[config.mk]
export PLATFORM = sky130hd
export DESIGN_NAME = irq_top
export DESIGN_NICKNAME = d
export VERILOG_FILES = /design/src/pkg/irq_pkg.sv /design/src/irq_flag_bank.sv /design/src/irq_pulse_meter.sv /design/src/irq_top.sv
export SDC_FILE = /design/constraint.sdc
export NUM_CORES = 1
export LEC_CHECK = 0
export BUFFER_PORTS_ARGS = -buffer_cell sky130_fd_sc_hd__buf_2
export CORE_MARGIN = 10
export CORE_UTILIZATION = 55
export DETAILED_ROUTE_END_ITERATION = 10
export MAX_ROUTING_LAYER = met4
export PLACE_DENSITY_LB_ADDON = 0.1
export SLEW_MARGIN = 20
export SYNTH_ARGS = -nofsm -noshare
export SYNTH_HDL_FRONTEND = slang
export SYNTH_SLANG_ARGS = --single-unit
[constraint.sdc]
create_clock -name pclk -period 2.6 [get_ports pclk]
set_input_delay 0.52 -clock pclk [delete_from_list [all_inputs] [get_ports pclk]]
set_output_delay 0.52 -clock pclk [all_outputs]
set_load 0.01 [all_outputs]
[src/pkg/irq_pkg.sv]
// Constants, types and the register map of the interrupt routing block.
// Assumes a single pclk domain that also serves as the PCI clock of the serial link.
package irq_pkg;

  // ==========================================================
  // register map (byte addresses)
  localparam logic [7:0] OFF_EVT_FLAG = 8'h00;
  localparam logic [7:0] OFF_EVT_MASK = 8'h04;
  localparam logic [7:0] OFF_EVT_CLR = 8'h08;
  localparam logic [7:0] OFF_MISC = 8'h0C;
  localparam logic [7:0] OFF_CARD_FLAG = 8'h10;
  localparam logic [7:0] OFF_CARD_CLR = 8'h14;
  localparam logic [7:0] OFF_CARD_MASK = 8'h18;
  localparam logic [7:0] OFF_SER_STAT = 8'h1C;

  // ==========================================================
  // fields and reset values
  localparam int MISC_SER_EN_BIT = 29;
  localparam int MISC_LINK_SEL_BIT = 1;
  localparam int MISC_CARD_SEL_BIT = 25;
  localparam logic [31:0] MISC_RESET = 32'h0000_0000;
  localparam logic [31:0] MASK_RESET = 32'h0000_0000;
  localparam int CARD_EVT_W = 3;

  // ==========================================================
  // serial link timing, in PCI clocks
  localparam logic [3:0] START_MIN = 4'h4;
  localparam logic [3:0] START_MAX = 4'h8;
  localparam logic [3:0] STOP_QUIET = 4'h2;
  localparam logic [3:0] STOP_CONT = 4'h3;
  localparam logic [5:0] FRAME_INTA = 6'h11;
  localparam logic [5:0] FRAME_INTB = 6'h12;
  localparam logic [5:0] FRAME_LAST = 6'h3F;

  // ==========================================================
  // types
  typedef struct packed {
    logic insert;
    logic remove;
    logic error;
  } irq_card_evt_t;

  typedef struct packed {
    logic ser_en;
    logic card_sel;
    logic link_sel;
  } irq_route_t;

  typedef enum logic [1:0] {SER_IDLE, SER_START_DRV, SER_START_WAIT, SER_FRAMES} irq_ser_state_t;
  typedef enum logic [1:0] {PH_S, PH_R, PH_T} irq_phase_t;
  typedef enum logic {MODE_CONT, MODE_QUIET} irq_mode_t;

endpackage

[src/irq_flag_bank.sv]
// Bank of sticky event flags: hardware sets, software clears by writing ones.
// Assumes set and clear are single-cycle pulses in the pclk domain.
`timescale 1ns/10ps
module irq_flag_bank
  import irq_pkg::*;
#(
  parameter int W = 32
) (
  // clock and reset
  input wire logic pclk,
  input wire logic presetn,
  // set and clear pulses
  input wire logic [W-1:0] set,
  input wire logic [W-1:0] clr,
  // flag state
  output logic [W-1:0] flag_reg
);

  // ==========================================================
  // flags
  // a set in the same cycle as its clear wins, so no event is lost
  // clear by write
  always_ff @(posedge pclk or negedge presetn) begin
    if (!presetn) begin
      flag_reg <= '0;
    end else begin
      flag_reg <= (flag_reg & ~clr) | set;
    end
  end
endmodule

[src/irq_pulse_meter.sv]
// Measures how many clocks the serial line stays low.
// Assumes the line input is already synchronous to pclk.
`timescale 1ns/10ps
module irq_pulse_meter
  import irq_pkg::*;
#(
  parameter int CW = 4
) (
  // clock and reset
  input wire logic pclk,
  input wire logic presetn,
  // observed line level
  input wire logic line_in,
  // measurement
  output logic [CW-1:0] low_cnt_reg,
  output logic pulse_end,
  output logic [CW-1:0] pulse_width
);

  // ==========================================================
  // low counter, saturating so very long pulses stay out of range
  // widths in clocks
  always_ff @(posedge pclk or negedge presetn) begin
    if (!presetn) begin
      low_cnt_reg <= '0;
    end else if (line_in) begin
      low_cnt_reg <= '0;
    end else if (low_cnt_reg != '1) begin
      low_cnt_reg <= low_cnt_reg + 1'b1;
    end
  end

  assign pulse_end = line_in && (low_cnt_reg != '0);
  assign pulse_width = low_cnt_reg;

endmodule

[src/irq_top.sv]
// Interrupt routing and serialized IRQ engine with an APB register port.
// Assumes all pins are synchronous to pclk, which is also the PCI clock,
// and that the external wire resolves the open-drain enables.
`timescale 1ns/10ps
module irq_top
  import irq_pkg::*;
#(
  parameter int LINK_W = 32,
  parameter int N_CARDS = 4
) (
  // clock and reset
  input wire logic pclk,
  input wire logic presetn,
  // apb slave
  input wire logic psel,
  input wire logic penable,
  input wire logic pwrite,
  input wire logic [7:0] paddr,
  input wire logic [31:0] pwdata,
  output logic [31:0] prdata,
  output logic pready,
  output logic pslverr,
  // interrupt sources
  input wire logic [LINK_W-1:0] link_evt,
  input wire irq_card_evt_t [N_CARDS-1:0] card_evt,
  // pci interrupt pins
  input wire logic inta_in,
  output logic inta_out,
  output logic inta_oe_n,
  input wire logic intb_in,
  output logic intb_out,
  output logic intb_oe_n,
  // serial line on multiuse pin zero
  input wire logic serial_irq_in,
  output logic serial_irq_out,
  output logic serial_irq_oe_n,
  // pin function selects
  output logic multiuse_pin_zero_serial,
  output logic gpio_enable,
  output logic activity_led_zero_enable
);

  localparam int CARD_W = N_CARDS * CARD_EVT_W;

  logic [31:0] mask_reg;
  logic [CARD_W-1:0] card_mask_reg;
  irq_route_t route_reg;
  logic [LINK_W-1:0] event_flag_reg;
  logic [CARD_W-1:0] card_flag_reg;
  logic [LINK_W-1:0] evt_clr;
  logic [CARD_W-1:0] card_clr;
  logic access, done, wr;
  logic link_pend, card_pend, line_a, line_b;
  irq_ser_state_t state_reg, state_next;
  irq_phase_t phase_reg, phase_next;
  irq_mode_t mode_reg, mode_next;
  logic [5:0] frame_reg, frame_next;
  logic [1:0] sent_reg;
  logic ser_req, own_pend, drv_low_next, drv_high_next;
  logic [3:0] low_cnt, pulse_width;
  logic pulse_end, start_ok;
  logic [31:0] rd_mux;

  // ==========================================================
  // apb slave: one wait state, answer registered
  assign access = psel && penable;
  assign done = access && pready;
  assign wr = done && pwrite;

  always_ff @(posedge pclk or negedge presetn) begin
    if (!presetn) begin
      pready <= 1'b0;
      prdata <= 32'h0000_0000;
      pslverr <= 1'b0;
    end else begin
      pready <= access && !pready;
      if (access && !pready) begin
        prdata <= pwrite ? 32'h0000_0000 : rd_mux;
        pslverr <= (paddr > OFF_SER_STAT) || (paddr[1:0] != 2'b00);
      end else begin
        pslverr <= 1'b0;
      end
    end
  end

  always_comb begin
    rd_mux = 32'h0000_0000;
    unique case (paddr)
      OFF_EVT_FLAG: rd_mux[LINK_W-1:0] = event_flag_reg;
      OFF_EVT_MASK: rd_mux = mask_reg;
      OFF_MISC: begin
        rd_mux[MISC_SER_EN_BIT] = route_reg.ser_en;
        rd_mux[MISC_CARD_SEL_BIT] = route_reg.card_sel;
        rd_mux[MISC_LINK_SEL_BIT] = route_reg.link_sel;
      end
      OFF_CARD_FLAG: rd_mux[CARD_W-1:0] = card_flag_reg;
      OFF_CARD_MASK: rd_mux[CARD_W-1:0] = card_mask_reg;
      OFF_SER_STAT: rd_mux[7:0] = {serial_irq_in, intb_in, inta_in, frame_reg == FRAME_LAST,
                                   state_reg, mode_reg};
      default: rd_mux = 32'h0000_0000;
    endcase
  end

  // ==========================================================
  // control registers
  // mask write
  always_ff @(posedge pclk or negedge presetn) begin
    if (!presetn) begin
      mask_reg <= MASK_RESET;
      card_mask_reg <= '0;
    end else if (wr && paddr == OFF_EVT_MASK) begin
      mask_reg <= pwdata;
    end else if (wr && paddr == OFF_CARD_MASK) begin
      card_mask_reg <= pwdata[CARD_W-1:0];
    end
  end

  always_ff @(posedge pclk or negedge presetn) begin
    if (!presetn) begin
      route_reg <= '{ser_en: MISC_RESET[MISC_SER_EN_BIT],
                     card_sel: MISC_RESET[MISC_CARD_SEL_BIT],
                     link_sel: MISC_RESET[MISC_LINK_SEL_BIT]};
    end else if (wr && paddr == OFF_MISC) begin
      route_reg <= '{ser_en: pwdata[MISC_SER_EN_BIT],
                     card_sel: pwdata[MISC_CARD_SEL_BIT],
                     link_sel: pwdata[MISC_LINK_SEL_BIT]};
    end
  end

  // pin function selects follow the serial enable
  always_ff @(posedge pclk or negedge presetn) begin
    if (!presetn) begin
      multiuse_pin_zero_serial <= 1'b0;
      gpio_enable <= 1'b0;
      activity_led_zero_enable <= 1'b0;
    end else begin
      multiuse_pin_zero_serial <= route_reg.ser_en;
      gpio_enable <= route_reg.ser_en;
      activity_led_zero_enable <= route_reg.ser_en;
    end
  end

  // ==========================================================
  // event flags
  // clear side effect
  assign evt_clr = (wr && paddr == OFF_EVT_CLR) ? pwdata[LINK_W-1:0] : '0;
  assign card_clr = (wr && paddr == OFF_CARD_CLR) ? pwdata[CARD_W-1:0] : '0;

  irq_flag_bank #(.W(LINK_W)) u_link_flags (
    .pclk(pclk),
    .presetn(presetn),
    .set(link_evt),
    .clr(evt_clr),
    .flag_reg(event_flag_reg)
  );

  irq_flag_bank #(.W(CARD_W)) u_card_flags (
    .pclk(pclk),
    .presetn(presetn),
    .set(card_evt),
    .clr(card_clr),
    .flag_reg(card_flag_reg)
  );

  // ==========================================================
  // routing onto the two interrupt lines
  // mask gating
  assign link_pend = |(event_flag_reg & mask_reg[LINK_W-1:0]);
  assign card_pend = |(card_flag_reg & card_mask_reg);
  assign line_a = (link_pend && !route_reg.link_sel) || (card_pend && route_reg.card_sel);
  assign line_b = (link_pend && route_reg.link_sel) || (card_pend && !route_reg.card_sel);

  // the parallel pins are released while the serial link carries the lines
  // open drain only
  always_ff @(posedge pclk or negedge presetn) begin
    if (!presetn) begin
      inta_out <= 1'b0;
      intb_out <= 1'b0;
      inta_oe_n <= 1'b1;
      intb_oe_n <= 1'b1;
    end else begin
      inta_out <= 1'b0;
      intb_out <= 1'b0;
      inta_oe_n <= !(line_a && !route_reg.ser_en);
      intb_oe_n <= !(line_b && !route_reg.ser_en);
    end
  end

  // ==========================================================
  // serial line pulse measurement
  // clocks of pclk
  irq_pulse_meter #(.CW(4)) u_meter (
    .pclk(pclk),
    .presetn(presetn),
    .line_in(serial_irq_in),
    .low_cnt_reg(low_cnt),
    .pulse_end(pulse_end),
    .pulse_width(pulse_width)
  );

  assign start_ok = pulse_end && pulse_width >= START_MIN && pulse_width <= START_MAX;
  // quiet mode only starts a cycle when a line changed since the last one
  assign ser_req = {line_b, line_a} != sent_reg;

  // ==========================================================
  // serial cycle sequencer
  always_comb begin
    state_next = state_reg;
    phase_next = phase_reg;
    frame_next = frame_reg;
    mode_next = mode_reg;
    if (!route_reg.ser_en) begin
      state_next = SER_IDLE;
    end else begin
      unique case (state_reg)
        SER_IDLE: begin
          if (start_ok) begin
            state_next = SER_FRAMES;
            phase_next = PH_T;
            frame_next = 6'h00;
          end else if (mode_reg == MODE_QUIET && ser_req && serial_irq_in) begin
            state_next = SER_START_DRV;
          end
        end
        SER_START_DRV: state_next = SER_START_WAIT;
        SER_START_WAIT: begin
          if (pulse_end) begin
            state_next = SER_FRAMES;
            phase_next = PH_T;
            frame_next = 6'h00;
          end
        end
        SER_FRAMES: begin
          if (pulse_end && pulse_width >= STOP_QUIET) begin
            state_next = SER_IDLE;
            mode_next = (pulse_width == STOP_QUIET) ? MODE_QUIET : MODE_CONT;
          end else begin
            unique case (phase_reg)
              PH_S: begin
                phase_next = PH_R;
                if (frame_reg != FRAME_LAST) begin
                  frame_next = frame_reg + 6'h01;
                end
              end
              PH_R: phase_next = PH_T;
              PH_T: phase_next = PH_S;
            endcase
          end
        end
      endcase
    end
  end

  always_ff @(posedge pclk or negedge presetn) begin
    if (!presetn) begin
      state_reg <= SER_IDLE;
      phase_reg <= PH_T;
      frame_reg <= 6'h00;
    end else begin
      state_reg <= state_next;
      phase_reg <= phase_next;
      frame_reg <= frame_next;
    end
  end

  always_ff @(posedge pclk or negedge presetn) begin
    if (!presetn) begin
      mode_reg <= MODE_CONT;
    end else begin
      mode_reg <= mode_next;
    end
  end

  // line levels reported in the cycle that just ended
  always_ff @(posedge pclk or negedge presetn) begin
    if (!presetn) begin
      sent_reg <= 2'b00;
    end else if (state_reg == SER_FRAMES && state_next == SER_IDLE) begin
      sent_reg <= {line_b, line_a};
    end
  end

  // ==========================================================
  // serial line drive
  // lines after channel check
  always_comb begin
    unique case (frame_next)
      FRAME_INTA: own_pend = line_a;
      FRAME_INTB: own_pend = line_b;
      default: own_pend = 1'b0;
    endcase
  end

  assign drv_low_next = (state_next == SER_START_DRV) ||
                        (state_next == SER_FRAMES && phase_next == PH_S && own_pend);
  assign drv_high_next = state_next == SER_FRAMES && phase_next == PH_R &&
                         !serial_irq_oe_n && !serial_irq_out;

  always_ff @(posedge pclk or negedge presetn) begin
    if (!presetn) begin
      serial_irq_out <= 1'b1;
      serial_irq_oe_n <= 1'b1;
    end else begin
      serial_irq_out <= !drv_low_next;
      serial_irq_oe_n <= !(drv_low_next || drv_high_next);
    end
  end
endmodule

# Word-level counts from Yosys, hierarchy flattened
# Cells that the tools add are included.
# Widths: inputs -> output; s select.
# totals
register_bits	147
latchBits	0
ram_bits	0
rom_bits	0
input_bits	92
output_inout_bits	43
word_cells	148
mem_count	0
# classes
add_sub_neg	2
mul	0
div	0
magnitude_cmp	4
eq_ne	22
n_shift	0
muxes	36
n_bitwise	9
n_reduce_logical	54
# ops
operator	count
$and 32x32->32	2
$mux 32	2
$mux 6	6
$eq 8x5->1 const B	4
$not 32->32	1
$or 32x32->32	1
$reduce_or 32->1	1
$pmux 6 s5	1
$logic_and 1x1->1	27
$pmux 13 s2	1
$and 12x12->12	2
$mux 2	9
$pmux 6 s3	1
$eq 8x4->1 const B	2
$pmux 4 s4	1
$eq 6x5->1 const B	2
$mux 12	1
$not 12->12	1
$or 12x12->12	1
$pmux 2 s3	2
$reduce_or 12->1	1
$logic_not 1->1	10
$eq 2x1->1 const B	4
$eq 2x2->1 const B	4
29 further kinds	40

# Logic depth before layout (Yosys ltp)
# Gate-level depths: netlist of run 1.
# depth
depth_word	17
ltp_mapped	10
ltp_nobuf	10

# Modules after synthesis
# From an unflattened synthesis of run 1, not the netlist that was laid out.
# hier_totals
cells_unflattened	660
area_unflattened_um2	7046.8
# by_module_without_submodules
module	instances	cells_per_inst	area_each_um2	seq_area_each_um2
irq_top	1	500	5175.0	2483.6
irq_flag_bank (u_link_flags)	1	96	1161.1	800.8
irq_flag_bank (u_card_flags)	1	36	435.4	300.3
irq_pulse_meter	1	28	275.3	100.1

# Worst setup path before layout of run 1
# Ideal clock, no wire load.
# synth_timing
kind	register to register
startpoint	register u_meter.low_cnt_reg[0]
endpoint	register serial_irq_oe_n
setup_time_ns	0.086
t_arrival_ns	2.210
t_required_ns	2.514
setup_slack_ns	0.304
path_stages_with_launch	11
n_path_buf	0
period_less_slack_ns	2.296
cell_sequence	dfrtp_1 > inv_1 > ha_1 > nor2b_1 > o21ai_4 > and3_2 > and2_4 > a22o_2 > nor3b_1 > o211a_1 > o31ai_2
# synth_via
elab_chain_cells	13
word_cells_on_any_way	38
cone_classes	order compare (3); eq/ne (5); mux (16); reduce/logical (14)
# synth_lines
item	line_no	source
start: declaration	irq_pulse_meter.sv:15	output logic [CW-1:0] low_cnt_reg,
start signal: assignment	irq_pulse_meter.sv:29	low_cnt_reg <= low_cnt_reg + 1'b1;
parallel branches: the longest is 5 deep, another holds $ge 4x3->1	n/a	
$pmux 6 s3 (*)	irq_top.sv:215	unique case (state_reg)
$mux 6 (*)	irq_top.sv:212	if (!route_reg.ser_en) begin
named net frame_next[1]	irq_top.sv:57	logic [5:0] frame_reg, frame_next;
$eq 6x5->1	irq_top.sv:287	unique case (frame_next)
$pmux 1 s2 (*)	irq_top.sv:287	
$logic_and 1x1->1 (*)	irq_top.sv:295	(state_next == SER_FRAMES && phase_next == PH_S && own_pend);
$logic_or 1x1->1 (*)	irq_top.sv:294	assign drv_low_next = (state_next == SER_START_DRV) ||
$logic_or 1x1->1 (*)	irq_top.sv:305	serial_irq_oe_n <= !(drv_low_next || drv_high_next);
$logic_not 1->1 (*)	irq_top.sv:305	
end signal: assignment	irq_top.sv:305	
end: declaration	irq_top.sv:36	output logic serial_irq_oe_n,
# Mark *: on every way through the listed nets, which the timed path passes.
# A chain may end at the register's enable or synchronous reset.

# Worst setup path in the final report of run 1
# layout_timing
startpoint	register mask_reg[0]
endpoint	register serial_irq_oe_n
# layout_via
elab_chain_cells	17
word_cells_on_any_way	24
cone_classes	eq/ne (3); mux (5); bitwise (1); reduce/logical (15)
# layout_lines
item	line_no	source
start: declaration	irq_top.sv:45	logic [31:0] mask_reg;
start signal: assignment	irq_top.sv:112	mask_reg <= pwdata;
$and 32x32->32 (*)	irq_top.sv:168	assign link_pend = |(event_flag_reg & mask_reg[LINK_W-1:0]);
$reduce_or 32->1 (*)	irq_top.sv:168	
$logic_and 1x1->1, on equally long branches	irq_top.sv:170, irq_top.sv:171	
$logic_or 1x1->1, on equally long branches	irq_top.sv:170, irq_top.sv:171	
$ne 2x2->1	irq_top.sv:203	assign ser_req = {line_b, line_a} != sent_reg;
$logic_and 1x1->1 (2 in series)	irq_top.sv:221	end else if (mode_reg == MODE_QUIET && ser_req && serial_irq_in) begin
$mux 2	irq_top.sv:221	
$mux 2	irq_top.sv:217	if (start_ok) begin
$pmux 2 s4	irq_top.sv:215	
$mux 2	irq_top.sv:212	
$eq 2x2->1	irq_top.sv:295, irq_top.sv:296	
$logic_and 1x1->1, on equally long branches (2 in series)	irq_top.sv:295, irq_top.sv:296	
$logic_or 1x1->1 / $logic_and 1x1->1 (equally long branches)	irq_top.sv:294, irq_top.sv:297	
$logic_or 1x1->1 (*)	irq_top.sv:305	
$logic_not 1->1 (*)	irq_top.sv:305	
# Every way passes the cells marked *; elsewhere a longest branch is shown, timed or not.

==> metrics.yaml, run 1 <==
placed_design:
  port_buffers: 132
  place_hpwl_mm: 13.62
  dp_cells: 902
  placed_area_sq_um: 7697
  globalplace.congestion: 0.8668
sta:
  fmax_mhz: 408.4
  hold_violations: 0
  post-route-period-util_pct: 94.18
  skew_ns: 0.01001
  period_minus_slack_ns: 2.449
  setup_viol: 0
  slew_violations: 0
  finalSetupTns_ns: 0
  rsz0062_at_grt: "false"
  worst-slew-pin-transition_ns: 0.5472
  slew_headroom_pct: 63.43
  fin_hold_ws_ns: 0.04499
yosys:
  synthCells: 617
  synth_area_leaders: "dfrtp_1 (52%), mux2_2 (8.7%), nand2_1 (5.4%), a21o_1 (4.9%), mux2i_1 (3.8%)"
  syn_area_per_cell_sq_um: 11.11
  synthFlopType: "dfrtp_1"
  synth_top_area_share_pct: 51.82
  yosysWarnings: 0
  synth_edf_count: 0
  synth-async-reset-ratio_pct: 100.0
  ys_types: 68
  synth_largest_area_cell: "dfrtp_1"
  ys_seq_elements: 147
  ys_seq_area_share_pct: 53.74
  syn_area_sq_um: 6857
detailed_routing:
  wl_mm: 18.49
  avgRoutedWirePerCell_um: 19.75
  dr.pass1.iters: 8
  vias: 5361
  drc: 0
  drt_iter0_markers: 595
  ant_nets: 0
  vias_per_cell: 5.728
critical_path:
  r2r_slack_ns: 0.15
  cp_slowest_cell: "or3_1"
  path_buf_inv: 0
  worst-path-stages: 8
  cp.arrival_ns: 2.78
  crit_family: "compound AO/OA/AOI/OAI gates"
  endpoint_kind: "flop"
  r2r-end: "serial_irq_oe_n"
  crit_path_max_fanout: 4
  reg2reg_depth: 8
  worstPathCellList: "a22o_1 > a221oi_1 > nand4_1 > or3_1 > a21oi_1 > nor3b_1 > o211a_1 > o31ai_2"
  critPathLaunch: "mask_reg[0]"
  crit_required_ns: 2.93
  r2r_start: "mask_reg[0]"
  max_stage_delay_ns: 0.41
  cp-endpoint: "serial_irq_oe_n"
  critPathKind: "reg -> reg"
  startpoint_type: "flop"
worst_hold_path:
  hold_class: "in -> async"
die:
  core_area_sq_um: 12110
  start_util_pct: 56.61
  ioPinCount: 135
  die_w_um: 131.7
  die-area_sq_um: 17330
  die_y_um: 131.7
  fp-row-count: 40
grt:
  grt.total_usage_pct: 21.98
  antenna_found_initial: 1
  grt_pass1_wl_mm: 29.77
  grt_overflow_total: 0
  grt_max_degree: 70
  grt_pass1_vias: 5654
clock_tree:
  htreeDepth: 4
  cts-root-buf: "clkbuf_16"
  tritoncts: "done"
  cts.sinks: 147
  clock_path_buffers: 2
  cts_buffers: 17
  clk_latency_ns: 0.42
  cts.clk_slew.worst_paths_ns: 0.06
pwr:
  p_total_mw: 4.982
  p_per_area_nw_per_um2: 601.7
  worst_ir_drop_vdd_mv: 0.5279
  p_leak_nw: 3.855
status:
  status: "finished, final reports clean"
cells_and_area:
  final_cells: 936
  area_growth_pct: 20.77
  drive_above_1_share_pct: 32.90
  final_cell_area_sq_um: 8280
  fin_nets: 850
run:
  cap_violations: 0
-- layout make-up --
| class | instances | area [sq um] |
|---|---|---|
| diodes | 2 | 5.005 |
| clock buffers | 27 | 493.0 |
| inverters | 13 | 48.80 |
| clock inverters | 5 | 77.57 |
| multi-input cells | 429 | 2972 |
| flip-flops and latches | 147 | 3685 |
| well taps | 168 | 210.2 |
| fillers | 951 | 3831 |
| repair buffers | 145 | 789.5 |
-- layer usage --
layer  GRT usage, %  vias up  part of all wire, %
met5              -        -                    0
met4          5.624        0                 0.94
met3          7.127       17                  7.4
met2          33.45      197                   47
met1          27.83     2637                   45
li1               -     2510                    -
-- how the worst min path moves through the flow --
stage / start / endpoint / depth (start not counted)
3_3_place_gp: prdata[31] / prdata[31] / 2
4_1_cts: presetn / activity_led_zero_enable / 1
2_1_floorplan: presetn / activity_led_zero_enable / 0
6_report: presetn / prdata[19] / 1
5_1_grt: presetn / prdata[19] / 1
3_5_place_dp: prdata[19] / prdata[19] / 2
-- timing repair --
| action | 4_1_cts | 5_1_grt |
|---|---|---|
| setup buffers | 0 | 0 |
| endpoints found under the setup margin | 0 | 2 |
| hold buffers | 0 | 0 |
| resized for setup | 0 | 3 |
-- stage by stage --
step / utilization, % / setup slack (ns)
after floorplan: - / 0.3044
after global placement: 63.55 / 0.1841
after detailed placement: 63.55 / 0.1257
after CTS: 68.26 / 0.1069
after global routing: 68.35 / 0.003617
final: 68.37 / 0.1514
-- Yosys cell counts, drive strengths merged (2+ instances only) --
master     n
and2       3
dfrtp    142
o2111ai    2
nand4      5
a21boi     2
a21o      45
inv       13
a22o      10
a221oi    13
dfstp      5
nand2    100
mux2      55
nand3     13
or2        5
nor4       5
or3        2
nor2b      2
nor2      21
a222oi     6
and3       5
a21oi      9
nand3b     3
a211oi     2
a22oi      8
mux2i     26
clkbuf    17
nand2b     3
o211ai     3
ha         5
buf       12
o31ai      2
nor3       9
nor3b      3
o21ai     44
-- power breakdown --
group	switching (mW)	total, mW	internal [mW]	leakage (nW)
combinational	0.180	0.295	0.114	1.80
clock	0.884	2.37	1.49	0.276
sequential	0.0123	2.32	2.30	1.78
total	1.08	4.98	3.91	3.85
-- kinds of logic after synthesis --
| group | after synthesis | share of synthesized area (%) |
|---|---|---|
| AO/OA/AOI/OAI | 157 | 16.51 |
| XOR/XNOR | 1 | 0.1278 |
| adder cells (fa/ha/maj) | 5 | 0.9124 |
| buffers and inverters | 42 | 3.175 |
| flip-flops | 147 | 53.74 |
| multiplexers | 81 | 12.88 |
| other | 1 | 0.05469 |
| AND/OR/NAND/NOR | 183 | 12.59 |
-- layout by cell type (no fill, tap or decap), types with 5 or more instances in the layout --
cell type	instances
a22o_1	9
mux2i_1	26
a21oi_1	8
a21o_1	45
clkbuf_1	7
o21ai_0	41
dfrtp_1	142
a222oi_1	6
a221oi_1	13
inv_1	13
nor3_1	8
nand4_1	5
buf_2	131
nand3_1	13
nand2_1	99
a22oi_1	8
clkbuf_16	17
mux2_2	53
dfstp_2	5
nor2_1	21
buf_4	11
No activity file was read; power rests on OpenSTA's default activity.
==> run 2: changes to the inputs <==
- CORE_MARGIN: 10 -> unset
- CORE_UTILIZATION: 55 -> 50
- clock period: 2.6 -> 2.2 ns (I/O delays scaled with it)
==> run 2 against run 1 <==
Compared with the run above:
- the flow now finishes with violations (setup timing)
- critical path depth is 1 higher
- sequential power increased by 18%
- global-route usage increased by 7.4 points
- critical path type unchanged
- critical endpoint is now serial_irq_out
==> metrics.yaml, run 2 (synthesized netlist as in run 1, its figures left out) <==
status:
  status: "finished with violations"
  violations: "setup timing"
sta:
  slew_headroom_pct: 61.77  # -1.7 points
  worst-slew-pin-transition_ns: 0.5721  # +0.02489 ns
  rsz0062_at_grt: "true"
  fin_ws_ns: -0.02844  # -0.1799 ns
  hold_violations: 0  # unchanged
  setup_viol: 2  # +2
  finalSetupTns_ns: -0.05442  # -0.05442 ns
  skew_ns: 0.01520  # +0.005187 ns
  fmax_mhz: 448.7  # +9.9%
  slew_violations: 0  # unchanged
  period_minus_slack_ns: 2.228  # -0.2201 ns
  post-route-period-util_pct: 101.3  # +7.1 points
placed_design:
  port_buffers: 132  # unchanged
  globalplace.congestion: 0.9132  # +5.4%
  place_hpwl_mm: 13.77  # +1.0%
  preCtsSetupSlack_ns: -0.1608  # -0.2865 ns
  placed_area_sq_um: 8208  # +6.6%
  dp_cells: 968  # +7.3%
die:
  core_area_sq_um: 13300  # +9.8%
  fp-row-count: 42  # +5.0%
  die_w_um: 119.1  # -9.5%
  die_y_um: 119.1  # -9.5%
  ioPinCount: 135  # unchanged
  die-area_sq_um: 14190  # -18%
  start_util_pct: 51.57  # -5.0 points
worst_hold_path:
  hold_start: "link_evt[26]"
  hold_path_end: "u_link_flags.flag_reg[26]"
  hold_class: "in -> reg"
  holdPathStages: 2
detailed_routing:
  wl_mm: 19.11  # +3.4%
  drt_iter0_markers: 433  # -27%
  vias: 5747  # +7.2%
  dr.pass1.iters: 5  # -3
  avgRoutedWirePerCell_um: 19.09  # -3.3%
  drc: 0  # unchanged
  ant_nets: 0  # unchanged
  vias_per_cell: 5.741  # +0.24%
grt:
  grt_pass1_vias: 5873  # +3.9%
  grt.total_usage_pct: 29.41  # +7.4 points
  antenna_found_initial: 1  # unchanged
  grt_max_degree: 47  # -33%
  grt_pass1_wl_mm: 30.50  # +2.5%
  grt_overflow_total: 0  # unchanged
clock_tree:
  cts-root-buf: "clkbuf_16"
  tritoncts: "done"
  clock_path_buffers: 2  # unchanged
  cts.clk_slew.worst_paths_ns: 0.06  # about the same
  cts.sinks: 147  # unchanged
  cts_buffers: 17  # unchanged
  clk_latency_ns: 0.43  # about the same
  htreeDepth: 4  # unchanged
cells_and_area:
  drive_above_1_share_pct: 40.29  # +7.4 points
  area_growth_pct: 29.42
  final_cell_area_sq_um: 8874  # +7.2%
  layout_commonest_cell: "dfrtp_1"
  fillCellCount: 1054  # +11%
  final_cells: 1001  # +6.9%
  final_cell_mix: "dfrtp_1 (142), buf_2 (131), nand2_1 (99)"
  fin_nets: 909  # +6.9%
critical_path:
  path_buf_inv: 1  # +1
  worstPathCellList: "a22o_1 > a221oi_2 > and3_4 > buf_4 > and2b_2 > and3b_1 > nor4_1 > o311a_1 > o21ai_0"
  r2r-end: "serial_irq_out"
  critPathKind: "reg -> reg"
  cp.arrival_ns: 2.57  # -0.21 ns
  r2r_slack_ns: -0.03  # -0.18 ns
  startpoint_type: "flop"
  crit_path_max_fanout: 3  # -1
  crit_required_ns: 2.54  # -0.39 ns
  crit_family: "simple AND/OR/NAND/NOR gates"
  endpoint_kind: "flop"
  max_stage_delay_ns: 0.38  # -0.03 ns
  critPathLaunch: "card_mask_reg[3]"
  reg2reg_depth: 9  # +1
  r2r_start: "card_mask_reg[3]"
  cp_slowest_cell: "dfrtp_1"
pwr:
  p_leak_nw: 4.179  # +8.4%
  comb_power_share_pct: 6.8  # +0.9 points
  seq_power_share_pct: 46.7  # +0.2 points
  worst_ir_drop_vdd_mv: 0.4980  # -5.7%
  clkPwrFrac_pct: 46.5  # -1.1 points
  p_sw_share_pct: 22.74  # +1.1 points
  p_switching_mw: 1.331  # +24%
  intPower_mw: 4.522  # +16%
  p_per_area_nw_per_um2: 659.6  # +9.6%
run:
  cap_violations: 0  # unchanged
-- run 2: cell count changes in the layout (fill, tap and decap cells not counted), moves of 2 or more --
cell	before	now
a221oi_2	0	6
inv_2	0	2
a221oi_1	13	7
clkinvlp_4	1	3
inv_1	13	11
buf_4	11	65
clkbuf_1	7	2
nor3b_1	3	1
clkinv_2	2	4
buf_12	2	6
nor3b_2	0	2
-- run 2: worst max-delay path by stage --
stage	end	slack, ns	cells past startpoint
2_1_floorplan	serial_irq_oe_n	0.004	10
3_3_place_gp	serial_irq_oe_n	-0.08	8
3_5_place_dp	serial_irq_oe_n	-0.16	8
4_1_cts	serial_irq_oe_n	-0.03	10
5_1_grt	serial_irq_oe_n	-0.15	10
6_report	serial_irq_out	-0.03	9
-- run 2: per-stage QoR --
| stage | total power [mW] | util [%] | hold WS [ns] |
|---|---|---|---|
| 2_1_floorplan | 2.923 | - | 0.1444 |
| 3_3_place_gp | 3.162 | 61.74 | 0.4150 |
| 3_5_place_dp | 3.169 | 61.74 | 0.4173 |
| 4_1_cts | 5.886 | 66.37 | 0.1791 |
| 5_1_grt | 6.035 | 66.74 | 0.1784 |
| 6_report | 5.853 | 66.74 | 0.1851 |
-- run 2: final cells by class --
cell class / instances / area [sq um] / area share, %
multi-input combinational: 429 / 3077 / 34.67
clock inverter: 9 / 81.33 / 0.9165
clock buffer: 22 / 474.2 / 5.344
timing repair buffer: 204 / 1285 / 14.48
sequential: 147 / 3685 / 41.53
antenna: 1 / 2.502 / 0.02820
inverter: 13 / 48.80 / 0.5499
tap: 176 / 220.2 / 2.482
-- run 2: what timing repair did --
action / 4_1_cts / 5_1_grt
hold buffers: 1 / 0
buffers inserted: 0 / 0
pin swaps: 6 / 4
setup endpoints to repair: 3 / 3
gates resized for setup: 11 / 9
hold endpoints to repair: 43 / 0
-- run 2: per-layer routing --
metal,part of all wire (%),GRT usage [%],vias up
met1,44,37.66,2850
met4,2.1,10.52,0
met2,48,46.58,228
met5,0,-,-
met3,5.8,5.843,37
li1,-,-,2632
-- run 2: power groups by stage --
stage          clock network, mW  registers (mW)  logic (mW)
2_1_floorplan                  0            2.78       0.139
3_3_place_gp                   0            2.78       0.382
3_5_place_dp                   0            2.78       0.389
4_1_cts                     2.76            2.73       0.397
5_1_grt                     2.87            2.73       0.434
6_report                    2.72            2.73       0.398
